[src/hw/touch_pkg.sv]
// Overview of operation
// - All link timing is counted from the one system clock, so every serial clock quarter is a fixed cycle count.
// - While the reset input is high every state register returns to its idle value.
// - The valid output falls when a read starts and rises only one cycle after the six results are loaded.
// - The horizontal coordinate of each of the two points is a 10-bit output of its own.
// - The vertical coordinate of each of the two points is a 9-bit output of its own.
// - The touch count is a 2-bit output that only ever shows zero, one or two.
// - The gesture is an 8-bit output loaded in the same cycle as the coordinates.
// - Only the defined gesture codes are passed on, and anything else is shown as the no-gesture code.
// - The reader is the serial bus controller: it drives the clock, shares the data line and decodes the bytes.
package touch_pkg;

  // ==========================================================
  // timing
  localparam int CLK_FREQ_MHZ = 200;
  localparam int BIT_TIME_NS  = 10000;
  localparam int QTR_CYC      = (BIT_TIME_NS * CLK_FREQ_MHZ) / (1000 * 4);

  // ==========================================================
  // result widths
  localparam int X_W    = 10;
  localparam int Y_W    = 9;
  localparam int CNT_W  = 2;
  localparam int GEST_W = 8;

  // ==========================================================
  // touch controller read layout
  localparam logic [7:0] REG_FIRST  = 8'h00;
  localparam int         READ_LEN   = 10;
  localparam int         B_GESTURE  = 0;
  localparam int         B_COUNT    = 1;
  localparam int         B_X1_HI    = 2;
  localparam int         B_X1_LO    = 3;
  localparam int         B_Y1_HI    = 4;
  localparam int         B_Y1_LO    = 5;
  localparam int         B_X2_HI    = 6;
  localparam int         B_X2_LO    = 7;
  localparam int         B_Y2_HI    = 8;
  localparam int         B_Y2_LO    = 9;
  localparam logic [1:0] COUNT_MAX  = 2'h2;

  // ==========================================================
  // reset values
  localparam logic [X_W-1:0]    X_RST    = 10'h000;
  localparam logic [Y_W-1:0]    Y_RST    = 9'h000;
  localparam logic [CNT_W-1:0]  CNT_RST  = 2'h0;

  // ==========================================================
  // gesture codes
  localparam logic [7:0] G_NONE      = 8'h00;
  localparam logic [7:0] G_MOVE_MASK = 8'hF1;
  localparam logic [7:0] G_MOVE1     = 8'h10;
  localparam logic [7:0] G_MOVE2     = 8'h30;
  localparam logic [7:0] G_ROT_CW    = 8'h28;
  localparam logic [7:0] G_ROT_ACW   = 8'h29;
  localparam logic [7:0] G_CLICK1    = 8'h20;
  localparam logic [7:0] G_DCLICK1   = 8'h22;
  localparam logic [7:0] G_CLICK2    = 8'h40;
  localparam logic [7:0] G_ZOOM_IN   = 8'h48;
  localparam logic [7:0] G_ZOOM_OUT  = 8'h49;

  // ==========================================================
  // byte engine operations
  typedef enum logic [1:0] {
    OP_START = 2'h0,
    OP_WRITE = 2'h1,
    OP_READ  = 2'h2,
    OP_STOP  = 2'h3
  } op_t;

  function automatic logic gesture_known(input logic [7:0] g);
    return ((g & G_MOVE_MASK) == G_MOVE1) || ((g & G_MOVE_MASK) == G_MOVE2) ||
           (g == G_ROT_CW) || (g == G_ROT_ACW) || (g == G_CLICK1) || (g == G_DCLICK1) ||
           (g == G_CLICK2) || (g == G_ZOOM_IN) || (g == G_ZOOM_OUT);
  endfunction

endpackage

[src/hw/i2c_op_if.sv]
`timescale 1ns/1ps
interface i2c_op_if;
  import touch_pkg::*;
  logic       req;
  op_t        op;
  logic [7:0] wdata;
  logic       last;
  logic       ready;
  logic       done;
  logic [7:0] rdata;
  logic       ack_ok;

  modport ctrl   (output req, op, wdata, last, input ready, done, rdata, ack_ok);
  modport engine (input req, op, wdata, last, output ready, done, rdata, ack_ok);
endinterface

[src/hw/i2c_byte_engine.sv]
`timescale 1ns/1ps
module i2c_byte_engine import touch_pkg::*; #(
  parameter int QTR_CYCLES = QTR_CYC
) (
  // clock and reset
  input  wire logic clk,
  input  wire logic reset,
  // operations
  i2c_op_if.engine  bus,
  // line side, sda_in already synchronised
  input  wire logic sda_in,
  output logic      scl,
  output logic      sda_low
);

  // high-phase check below needs five or more cycles a quarter
  localparam int             TW     = $clog2(QTR_CYCLES);
  localparam logic [TW-1:0]  QTR_M1 = TW'(QTR_CYCLES - 1);

  typedef enum logic [3:0] {
    E_IDLE  = 4'b0001,
    E_START = 4'b0010,
    E_BYTE  = 4'b0100,
    E_STOP  = 4'b1000
  } estate_t;

  estate_t        state, next_state;
  logic [TW-1:0]  timer, next_timer;
  logic [1:0]     quarter, next_quarter;
  logic [3:0]     slot, next_slot;
  logic [8:0]     tx, next_tx;
  logic [8:0]     rx, next_rx;
  logic           done, next_done;
  logic           next_scl, next_sda_low;
  logic           tick;

  assign tick       = (timer == '0);
  assign bus.ready  = (state == E_IDLE);
  assign bus.done   = done;
  assign bus.rdata  = rx[8:1];
  assign bus.ack_ok = ~rx[0];

  // ==========================================================
  // next state
  always_comb begin
    next_state   = state;
    next_timer   = (state == E_IDLE) ? QTR_M1 : (tick ? QTR_M1 : timer - 1'b1);
    next_quarter = quarter;
    next_slot    = slot;
    next_tx      = tx;
    next_rx      = rx;
    next_done    = 1'b0;
    next_scl     = scl;
    next_sda_low = sda_low;
    unique case (state)
      E_IDLE: begin
        next_quarter = 2'h0;
        next_slot    = 4'h0;
        if (bus.req) begin
          unique case (bus.op)
            OP_START: next_state = E_START;
            OP_STOP:  next_state = E_STOP;
            OP_WRITE: begin
              next_state = E_BYTE;
              next_tx    = {bus.wdata, 1'b1};
            end
            OP_READ: begin
              next_state = E_BYTE;
              next_tx    = {8'hFF, bus.last}; // released bits, ack unless last
            end
          endcase
        end
      end
      E_START: begin
        next_scl     = quarter[0] ^ quarter[1];
        next_sda_low = quarter[1];
      end
      E_STOP: begin
        next_scl     = (quarter != 2'h0);
        next_sda_low = ~quarter[1];
      end
      E_BYTE: begin
        next_scl     = quarter[0] ^ quarter[1];
        next_sda_low = ~tx[8];
        if (tick && quarter == 2'h2) begin
          next_rx = {rx[7:0], sda_in};
        end
      end
    endcase
    if (state != E_IDLE && tick) begin
      next_quarter = quarter + 2'h1;
      if (quarter == 2'h3) begin
        if (state == E_BYTE) begin
          next_tx   = {tx[7:0], 1'b1};
          next_slot = slot + 4'h1;
        end
        if (state != E_BYTE || slot == 4'h8) begin
          next_state = E_IDLE;
          next_done  = 1'b1;
        end
      end
    end
  end

  // ==========================================================
  // registers
  always_ff @(posedge clk) begin
    if (reset) begin
      state   <= E_IDLE;
      timer   <= QTR_M1;
      quarter <= 2'h0;
      slot    <= 4'h0;
      tx      <= 9'h1FF;
      rx      <= 9'h000;
      done    <= 1'b0;
      scl     <= 1'b1;
      sda_low <= 1'b0;
    end else begin
      state   <= next_state;
      timer   <= next_timer;
      quarter <= next_quarter;
      slot    <= next_slot;
      tx      <= next_tx;
      rx      <= next_rx;
      done    <= next_done;
      scl     <= next_scl;
      sda_low <= next_sda_low;
    end
  end
endmodule // i2c_byte_engine

[src/hw/touch_gesture_reader.sv]
`timescale 1ns/1ps
module touch_gesture_reader import touch_pkg::*; #(
  parameter logic [6:0] TOUCH_ADDR = 7'h38,
  parameter int         QTR_CYCLES = QTR_CYC
) (
  // clock and reset
  input  wire logic              CLK,
  input  wire logic              RESET,
  // touch controller interrupt, active low
  input  wire logic              TOUCH_IRQ_IN_N,
  // results
  output logic                   RESULT_VALID_OUT,
  output logic [X_W-1:0]         POINT1_X,
  output logic [Y_W-1:0]         POINT1_Y,
  output logic [X_W-1:0]         POINT2_X,
  output logic [Y_W-1:0]         POINT2_Y,
  output logic [CNT_W-1:0]       ACTIVE_TOUCH_COUNT,
  output logic [GEST_W-1:0]      GESTURE_CODE,
  // serial link
  output logic                   SERIAL_CLOCK_OUT,
  input  wire logic              SERIAL_DATA_IO_IN,
  output logic                   SERIAL_DATA_IO_OUT,
  output logic                   SERIAL_DATA_IO_OE
);

  typedef enum logic [9:0] {
    S_IDLE     = 10'b0000000001,
    S_START    = 10'b0000000010,
    S_WADDR    = 10'b0000000100,
    S_WREG     = 10'b0000001000,
    S_RSTART   = 10'b0000010000,
    S_RADDR    = 10'b0000100000,
    S_RDATA    = 10'b0001000000,
    S_STOP     = 10'b0010000000,
    S_PUBLISH  = 10'b0100000000,
    S_ANNOUNCE = 10'b1000000000
  } state_t;

  i2c_op_if bus ();

  state_t             state, next_state;
  logic               sent, next_sent;
  logic               fail, next_fail;
  logic [3:0]         idx, next_idx;
  logic [7:0]         buffer [READ_LEN];
  logic [7:0]         next_buffer [READ_LEN];
  logic               valid, next_valid;
  logic [X_W-1:0]     point1_x, next_point1_x;
  logic [Y_W-1:0]     point1_y, next_point1_y;
  logic [X_W-1:0]     point2_x, next_point2_x;
  logic [Y_W-1:0]     point2_y, next_point2_y;
  logic [CNT_W-1:0]   count, next_count;
  logic [GEST_W-1:0]  gesture, next_gesture;
  logic               irq_meta, irq_sync, irq_prev;
  logic               sda_meta, sda_sync;
  logic               irq_fall;
  logic               scl, sda_low;
  logic               last_byte;

  // ==========================================================
  // pin synchronisers
  always_ff @(posedge CLK) begin
    if (RESET) begin
      irq_meta <= 1'b1;
      irq_sync <= 1'b1;
      irq_prev <= 1'b1;
      sda_meta <= 1'b1;
      sda_sync <= 1'b1;
    end else begin
      irq_meta <= TOUCH_IRQ_IN_N;
      irq_sync <= irq_meta;
      irq_prev <= irq_sync;
      sda_meta <= SERIAL_DATA_IO_IN;
      sda_sync <= sda_meta;
    end
  end

  // edge, not level: a line held low after a read must not loop
  assign irq_fall = irq_prev & ~irq_sync;

  // ==========================================================
  // byte engine
  i2c_byte_engine #(.QTR_CYCLES(QTR_CYCLES)) engine (
    .clk     (CLK),
    .reset   (RESET),
    .bus     (bus.engine),
    .sda_in  (sda_sync),
    .scl     (scl),
    .sda_low (sda_low)
  );

  assign SERIAL_CLOCK_OUT   = scl;
  assign SERIAL_DATA_IO_OUT = 1'b0;
  assign SERIAL_DATA_IO_OE  = sda_low;

  assign last_byte = (idx == 4'(READ_LEN - 1));

  // ==========================================================
  // operation requests
  always_comb begin
    bus.req   = 1'b0;
    bus.op    = OP_START;
    bus.wdata = 8'h00;
    bus.last  = last_byte;
    unique case (state)
      S_START, S_RSTART: begin
        bus.req = ~sent;
        bus.op  = OP_START;
      end
      S_WADDR: begin
        bus.req   = ~sent;
        bus.op    = OP_WRITE;
        bus.wdata = {TOUCH_ADDR, 1'b0};
      end
      S_WREG: begin
        bus.req   = ~sent;
        bus.op    = OP_WRITE;
        bus.wdata = REG_FIRST;
      end
      S_RADDR: begin
        bus.req   = ~sent;
        bus.op    = OP_WRITE;
        bus.wdata = {TOUCH_ADDR, 1'b1};
      end
      S_RDATA: begin
        bus.req = ~sent;
        bus.op  = OP_READ;
      end
      S_STOP: begin
        bus.req = ~sent;
        bus.op  = OP_STOP;
      end
      default: ;
    endcase
  end

  // ==========================================================
  // sequencer and results
  always_comb begin
    next_state    = state;
    next_sent     = sent;
    next_fail     = fail;
    next_idx      = idx;
    next_buffer   = buffer;
    next_valid    = valid;
    next_point1_x = point1_x;
    next_point1_y = point1_y;
    next_point2_x = point2_x;
    next_point2_y = point2_y;
    next_count    = count;
    next_gesture  = gesture;
    if (bus.req && bus.ready) begin
      next_sent = 1'b1;
    end
    if (bus.done) begin
      next_sent = 1'b0;
    end
    unique case (state)
      S_IDLE: begin
        if (irq_fall) begin
          next_state = S_START;
          next_valid = 1'b0;
          next_fail  = 1'b0;
          next_idx   = 4'h0;
        end
      end
      S_START: if (bus.done) next_state = S_WADDR;
      S_WADDR: begin
        if (bus.done) begin
          next_state = bus.ack_ok ? S_WREG : S_STOP;
          next_fail  = ~bus.ack_ok;
        end
      end
      S_WREG: begin
        if (bus.done) begin
          next_state = bus.ack_ok ? S_RSTART : S_STOP;
          next_fail  = ~bus.ack_ok;
        end
      end
      S_RSTART: if (bus.done) next_state = S_RADDR;
      S_RADDR: begin
        if (bus.done) begin
          next_state = bus.ack_ok ? S_RDATA : S_STOP;
          next_fail  = ~bus.ack_ok;
        end
      end
      S_RDATA: begin
        if (bus.done) begin
          next_buffer[idx] = bus.rdata;
          next_idx         = idx + 4'h1;
          if (last_byte) begin
            next_state = S_STOP;
          end
        end
      end
      S_STOP: begin
        if (bus.done) begin
          // a refused read leaves the previous results and keeps valid low
          next_state = fail ? S_IDLE : S_PUBLISH;
        end
      end
      S_PUBLISH: begin
        next_point1_x = {buffer[B_X1_HI][1:0], buffer[B_X1_LO]};
        next_point2_x = {buffer[B_X2_HI][1:0], buffer[B_X2_LO]};
        next_point1_y = {buffer[B_Y1_HI][0], buffer[B_Y1_LO]};
        next_point2_y = {buffer[B_Y2_HI][0], buffer[B_Y2_LO]};
        next_count    = (buffer[B_COUNT] > 8'(COUNT_MAX)) ? COUNT_MAX : buffer[B_COUNT][1:0];
        next_gesture  = gesture_known(buffer[B_GESTURE]) ? buffer[B_GESTURE] : G_NONE;
        next_state    = S_ANNOUNCE;
      end
      S_ANNOUNCE: begin
        next_valid = 1'b1;
        next_state = S_IDLE;
      end
    endcase
  end

  always_ff @(posedge CLK) begin
    if (RESET) begin
      state    <= S_IDLE;
      sent     <= 1'b0;
      fail     <= 1'b0;
      idx      <= 4'h0;
      valid    <= 1'b0;
      point1_x <= X_RST;
      point1_y <= Y_RST;
      point2_x <= X_RST;
      point2_y <= Y_RST;
      count    <= CNT_RST;
      gesture  <= G_NONE;
      for (int i = 0; i < READ_LEN; i++) begin
        buffer[i] <= 8'h00;
      end
    end else begin
      state    <= next_state;
      sent     <= next_sent;
      fail     <= next_fail;
      idx      <= next_idx;
      valid    <= next_valid;
      point1_x <= next_point1_x;
      point1_y <= next_point1_y;
      point2_x <= next_point2_x;
      point2_y <= next_point2_y;
      count    <= next_count;
      gesture  <= next_gesture;
      buffer   <= next_buffer;
    end
  end

  assign RESULT_VALID_OUT   = valid;
  assign POINT1_X           = point1_x;
  assign POINT1_Y           = point1_y;
  assign POINT2_X           = point2_x;
  assign POINT2_Y           = point2_y;
  assign ACTIVE_TOUCH_COUNT = count;
  assign GESTURE_CODE       = gesture;
endmodule // touch_gesture_reader

[config.mk]
export PLATFORM = sky130hd
export DESIGN_NAME = touch_gesture_reader
export DESIGN_NICKNAME = d
export VERILOG_FILES = /design/src/hw/touch_pkg.sv /design/src/hw/i2c_op_if.sv /design/src/hw/i2c_byte_engine.sv /design/src/hw/touch_gesture_reader.sv
export SDC_FILE = /design/constraint.sdc
export NUM_CORES = 1
export LEC_CHECK = 0
export BUFFER_PORTS_ARGS = -buffer_cell sky130_fd_sc_hd__buf_2
export CAP_MARGIN = 25
export CORE_UTILIZATION = 40
export DETAILED_ROUTE_END_ITERATION = 6
export PLACE_DENSITY_LB_ADDON = 0.1
export SETUP_SLACK_MARGIN = 0.02
export SLEW_MARGIN = 0
export SYNTH_ARGS = -nofsm -noshare
export SYNTH_HDL_FRONTEND = slang
export SYNTH_SLANG_ARGS = --single-unit
export TNS_END_PERCENT = 100
[constraint.sdc]
create_clock -name CLK -period 3.9 [get_ports CLK]
set_input_delay 0.975 -clock CLK [delete_from_list [all_inputs] [get_ports CLK]]
set_output_delay 0.975 -clock CLK [all_outputs]
set_load 0.005 [all_outputs]
==> reports/qor.txt, run 1 <==
Nets -> 783
Synth top area share -> 0.490
First-pass GRT wire length -> 24800 um
Delay-heaviest family, CP -> simple AND/OR/NAND/NOR gates
Max-slew violation count -> 0
Fin. Hold Viols -> 0
Sequential cell area fraction in the yosys report -> 0.490
Critical Path, Cell by Cell -> or4_1 > nor4_2 > o211a_1 > a21oi_1 > ha_1 > inv_1 > nor3_1 > buf_4 > a22o_1 > and3_1 > nor3_1
Pwr dens -> 471 nW/um^2
Iter 0 DRT Violations -> 328
Cts hold-fix bufs -> 0
Crit path largest cell delay -> 0.60 ns
# setup viols final -> 0
Max Root-Sink Buffers -> 2
Initial antenna violation count -> 0
Stages on the worst setup path -> 11
Origin of the critical flop-to-flop path -> state[7]
Static leakage -> 3.23 nW
Post-synth ARST share -> 0
Total routed wirelength -> 14900 um
Main area contributors after synthesis -> dfxtp_1, mux2i_1, nand2_1
R2r worst-path depth -> 11
Top cell by count, worst path -> nor3_1
Post-CTS Setup Bufs -> 0
Die width -> 131 um
Routability-driven placement congestion ratio -> 0.794
Worst Max-Slew Pin Slew -> 0.759 ns
Clk_skew -> 0.00875 ns
HPWL Detailed -> 9810 um
CTS Buf Count -> 17
DRC -> 0
Layout cells sized above 1 -> 0.140
Wire per inst -> 14.9 um
Clock slew at the register clock pins of the worst setup and hold paths -> 0.06 ns
Req. time, crit path -> 4.20 ns
Sink Count -> 164
Routed Antenna Nets -> 0
Post_cts resized -> 0
Fin worst setup slack -> 0.476 ns
Total core area -> 16100 sq um
Crit path DAT -> 3.73 ns
Biggest area consumer among synthesized cells -> dfxtp_1
CP max FO -> 11
DR pass1 iterations -> 4
Largest net degree at the start of global routing -> 78
Crit end category -> flop
CP Class -> flop to flop
Critical Path Slowest Stage Cell -> or4_1
Buf/Inv on CP -> 2
Fin crit share -> 0.878
IO Port Bufs -> 54
Reg2reg setup slack -> 0.48 ns
Predominant post-synthesis flop cell -> dfxtp_1
Clk Latency, worst-skew pair -> 0.42 ns
GRT Residual Overflow -> 0
Clock root buffer -> clkbuf_16
Die ar. -> 17300 sq um
Final setup TNS -> 0 ns
Avg Synthesized Cell Area -> 9.08 sq um
Place WS -> 0.496 ns
Max VDD drop -> 324 uV
RSZ-0062 raised after global routing -> false
Die height -> 131 um
Net count after synthesis -> 755
CTS tree -> built
H-tree level count -> 4
CP endpoint -> engine.tx[3]
FMAX -> 292 MHz
Top Ports -> 56
Outcome -> finished, final reports clean
Worst setup SP type -> flop
Most common cell in the netlist -> dfxtp_1
Capture point of the worst reg-to-reg path -> engine.tx[3]
Via density -> 5.06
HP Class -> flop to flop
Crit. Startpoint -> state[7]
Mapped cell area -> 6700 sq um
Initial Util -> 0.415
Yosys warns -> 0
Number of synthesized register bits -> 164
Cells after synthesis -> 737
Area grow syn2layout -> 14.8%
Final worst path period need -> 3.42 ns
Via count -> 5028
Post-synth EDFFs -> 0
Row count -> 46
Number of diodes -> 0
GRT Overall Usage -> 0.180
Total of max-cap violations -> 0
Top post-synthesis cells by count -> dfxtp_1, nand2_1, nor2_1, mux2i_1, a21oi_1
Max transition margin -> 0.494
Distinct cells, synth -> 61
Vias in the first global route -> 4791
==> registers in the layout, summed over array words and instances, names as in the netlist, 2 cells and up <==
register            flops
engine.quarter          2
engine.tx               9
GESTURE_CODE            8
engine.slot             4
POINT1_Y                9
POINT2_X               10
engine.rx               9
state                  10
engine.state            4
ACTIVE_TOUCH_COUNT      2
engine.timer            9
POINT2_Y                9
idx                     4
buffer                 54
POINT1_X               10
==> per-stage QoR <==
stage / cells / power (mW) / utilization / instance area (sq um) / hold slack (ns)
6_report: 994 / 3.62 / 0.477 / 7680 / 0.406
2_1_floorplan: 737 / 1.87 / - / 6700 / 0.379
5_1_grt: 994 / 3.76 / 0.477 / 7680 / 0.443
3_3_place_gp: 961 / 1.90 / 0.438 / 7060 / 0.388
4_1_cts: 993 / 3.66 / 0.477 / 7680 / 0.409
3_5_place_dp: 961 / 1.90 / 0.438 / 7060 / 0.394
==> logic make-up after synthesis <==
| kind of cell | after synthesis | synth area share |
|---|---|---|
| xor+xnor | 16 | 0.0209 |
| flops | 164 | 0.490 |
| mux | 69 | 0.103 |
| simple gates | 303 | 0.221 |
| other cells | 1 | 0.000560 |
| buf+inv | 68 | 0.0435 |
| fa+ha+maj | 14 | 0.0262 |
| compound gates | 102 | 0.0944 |
==> final cells by class <==
type / count / area, sq um
Multi-Input combinational cell: 505 / 3130
Clock buffer: 25 / 505
Sequential cell: 164 / 3280
Timing Repair Buffer: 60 / 315
Clock inverter: 7 / 118
Fill cell: 1588 / 8430
Tap cell: 216 / 270
Inverter: 17 / 63.8
==> worst min path at each step <==
stage	cells past startpoint	slack, ns	from	to
4_1_cts	1	0.41	engine.timer[0]	engine.timer[0]
5_1_grt	1	0.44	engine.timer[0]	engine.timer[0]
3_3_place_gp	1	0.39	engine.timer[0]	engine.timer[0]
3_5_place_dp	1	0.39	engine.timer[0]	engine.timer[0]
6_report	1	0.41	engine.timer[0]	engine.timer[0]
2_1_floorplan	1	0.38	engine.timer[0]	engine.timer[0]
==> placed cells by master, fill, tap and decap left out, types with 4 or more instances in the layout <==
cell type	instances
a211oi_1	6
a21oi_1	51
a22oi_1	8
and3_1	4
and4b_1	4
buf_2	53
buf_4	6
clkbuf_16	17
clkbuf_8	5
dfxtp_1	164
ha_1	14
inv_1	17
mux2i_1	69
nand2_1	102
nand3_1	14
nand4_1	4
nor2_1	101
nor3_1	19
nor4_1	8
o21ai_0	9
o31ai_1	5
or2_2	5
or3_1	7
or4_1	5
xnor2_1	9
xor2_1	7
==> layer usage <==
layer / routed length (um) / part of all wire / GRT usage / vias to the layer above
met5: 0 / 0 / 0 / -
met4: 148 / 0.010 / 0.0607 / 0
met3: 447 / 0.030 / 0.0444 / 10
met2: 6520 / 0.44 / 0.271 / 61
met1: 7740 / 0.52 / 0.251 / 2377
li1: - / - / - / 2580
==> where the power goes <==
| part | total (mW) | switching (mW) | internal, mW |
|---|---|---|---|
| Sequential | 1.71 | 0.0203 | 1.69 |
| Combinational | 0.153 | 0.104 | 0.0488 |
| Clock | 1.75 | 0.658 | 1.09 |
Note: power is estimated with default switching activity, not from simulation.
==> inputs of run 2 (changes only) <==
clock period = 4.2 ns   (was 3.9 ns; I/O delays follow)
==> reports/qor.txt, run 2 (same netlist as run 1, synthesis figures left out) <==
Fin. Hold Viols -> 0 (unchanged)
Clk_skew -> 0.0103 ns (was 0.00875 ns)
IO Port Bufs -> 54 (unchanged)
Delay-heaviest family, CP -> simple AND/OR/NAND/NOR gates (unchanged)
H-tree level count -> 4 (unchanged)
Max reg flops -> 54 (unchanged)
Fin crit share -> 0.863 (was 0.878)
CP Class -> flop to flop (unchanged)
Number of diodes -> 0 (unchanged)
Most frequent cells in the layout -> dfxtp_1, nand2_1, nor2_1 (unchanged)
Worst Max-Slew Pin Slew -> 0.799 ns (was 0.759 ns)
Clk Latency, worst-skew pair -> 0.43 ns (was 0.42 ns)
Top Ports -> 56 (unchanged)
Static leakage -> 3.22 nW (was 3.23 nW)
Total core area -> 16100 sq um (unchanged)
Row count -> 46 (unchanged)
First-pass GRT wire length -> 24600 um (was 24800 um)
Via density -> 5.11 (was 5.06)
Post_cts resized -> 0 (unchanged)
HP Class -> flop to flop (unchanged)
Via count -> 5078 (was 5028)
Clock slew at the register clock pins of the worst setup and hold paths -> 0.06 ns (about the same)
Die ar. -> 17300 sq um (unchanged)
GRT Overall Usage -> 0.179 (was 0.180)
Critical Path Slowest Stage Cell -> or4_1 (unchanged)
Cts hold-fix bufs -> 0 (unchanged)
Crit path DAT -> 3.94 ns (was 3.73 ns)
RSZ-0062 raised after global routing -> false (unchanged)
FMAX -> 276 MHz (was 292 MHz)
Area grow syn2layout -> 14.7% (was 14.8%)
DR pass1 iterations -> 5 (was 4)
# setup viols final -> 0 (unchanged)
Sink Count -> 164 (unchanged)
Post-CTS Setup Bufs -> 0 (unchanged)
Max VDD drop -> 291 uV (was 324 uV)
Initial antenna violation count -> 0 (unchanged)
Placed cell area -> 7050 sq um (was 7060 sq um)
CTS Buf Count -> 17 (unchanged)
Vias in the first global route -> 4757 (was 4791)
Die width -> 131 um (unchanged)
Total routed wirelength -> 14700 um (was 14900 um)
Routability-driven placement congestion ratio -> 0.787 (was 0.794)
Final worst path period need -> 3.63 ns (was 3.42 ns)
CP max FO -> 11 (unchanged)
Critical Path, Cell by Cell -> or4_1 > nor4_2 > o211a_1 > a21oi_1 > ha_1 > inv_1 > nor3_1 > a22o_1 > and3_1 > nor3_1 (was or4_1 > nor4_2 > o211a_1 > a21oi_1 > ha_1 > inv_1 > nor3_1 > buf_4 > a22o_1 > and3_1 > nor3_1)
Max-slew violation count -> 0 (unchanged)
DRC -> 0 (unchanged)
GRT Residual Overflow -> 0 (unchanged)
Crit end category -> flop (unchanged)
Iter 0 DRT Violations -> 298 (was 328)
Pwr dens -> 440 nW/um^2 (was 471 nW/um^2)
Largest net degree at the start of global routing -> 80 (was 78)
Top reg by flops -> buffer (unchanged)
Total of max-cap violations -> 0 (unchanged)
Max Root-Sink Buffers -> 2 (unchanged)
Max transition margin -> 0.468 (was 0.494)
Initial Util -> 0.415 (unchanged)
Final setup TNS -> 0 ns (unchanged)
Final core occ -> 0.476 (was 0.477)
Worst hold margin -> 0.408 ns (was 0.406 ns)
Finished Cell Area -> 7680 sq um (about the same)
Outcome -> finished, final reports clean (unchanged)
Die height -> 131 um (unchanged)
Top cell by count, worst path -> nor3_1 (unchanged)
Buf/Inv on CP -> 1 (was 2)
Crit path largest cell delay -> 0.60 ns (about the same)
CTS tree -> built (unchanged)
Nets -> 782 (was 783)
Routed Antenna Nets -> 0 (unchanged)
Layout cells sized above 1 -> 0.139 (was 0.140)
Wire per inst -> 14.8 um (was 14.9 um)
Req. time, crit path -> 4.51 ns (was 4.20 ns)
Clock root buffer -> clkbuf_16 (unchanged)
HPWL Detailed -> 9740 um (was 9810 um)
Commonest non-fill, non-tap cell in the layout -> dfxtp_1 (unchanged)
Worst setup SP type -> flop (unchanged)
==> run 2: cell types whose count changed in the layout (fill, tap and decap cells not counted) <==
cell	before	now
clkbuf_8	5	1
buf_4	6	5
bufinv_16	3	4
clkinv_4	1	2
clkinvlp_4	0	1
inv_6	1	2
==> run 2: area by class of cell <==
class	instances	area (sq um)
well taps	216	270
multi-input cells	505	3130
fillers	1573	8440
clock buffers	21	450
flip-flops and latches	164	3280
repair buffers	59	308
inverters	17	63.8
clock inverters	11	173
==> run 2: report_power, final <==
part / switching, mW / internal [mW] / total (mW) / leakage, nW
logic: 0.0968 / 0.0450 / 0.142 / 1.60
registers: 0.0192 / 1.57 / 1.59 / 1.32
clock network: 0.636 / 1.01 / 1.65 / 0.302
total: 0.752 / 2.63 / 3.38 / 3.22
==> run 2: worst reg2reg max path: cells and delay by family, from the launching register on <==
| family | cells | cell delay [ns] |
|---|---|---|
| adder cells (fa/ha/maj) | 1 | 0.30 |
| AND/OR/NAND/NOR | 5 | 1.81 |
| buffers and inverters | 1 | 0.05 |
| flip-flops | 1 | 0.42 |
| AO/OA/AOI/OAI | 3 | 0.94 |
==> run 2: per-layer routing <==
metal / global-route usage / share of wire / routed length [um] / vias up
met1: 0.249 / 0.52 / 7720 / 2403
met2: 0.271 / 0.43 / 6390 / 81
met3: 0.0421 / 0.032 / 477 / 12
li1: - / - / - / 2582
met5: 0 / 0 / 0 / -
met4: 0.0627 / 0.010 / 152 / 0
==> run 2: metrics by stage <==
step,cells,power [mW],setup WS [ns]
finish,993,3.38,0.574
global route,993,3.50,0.318
CTS,992,3.41,0.581
detailed placement,960,1.76,0.597
global placement,960,1.76,0.777
floorplan,737,1.74,1.08
==> run 2: path summary, 6_finish.rpt <==
check	start	slack (ns)	cells after the start	endpoint
worst max-delay path	state[7]	0.57	10	engine.tx[3]
worst min register to register	engine.timer[0]	0.41	1	engine.timer[0]
worst max register to register	state[7]	0.57	10	engine.tx[3]
worst min-delay path	engine.timer[0]	0.41	1	engine.timer[0]
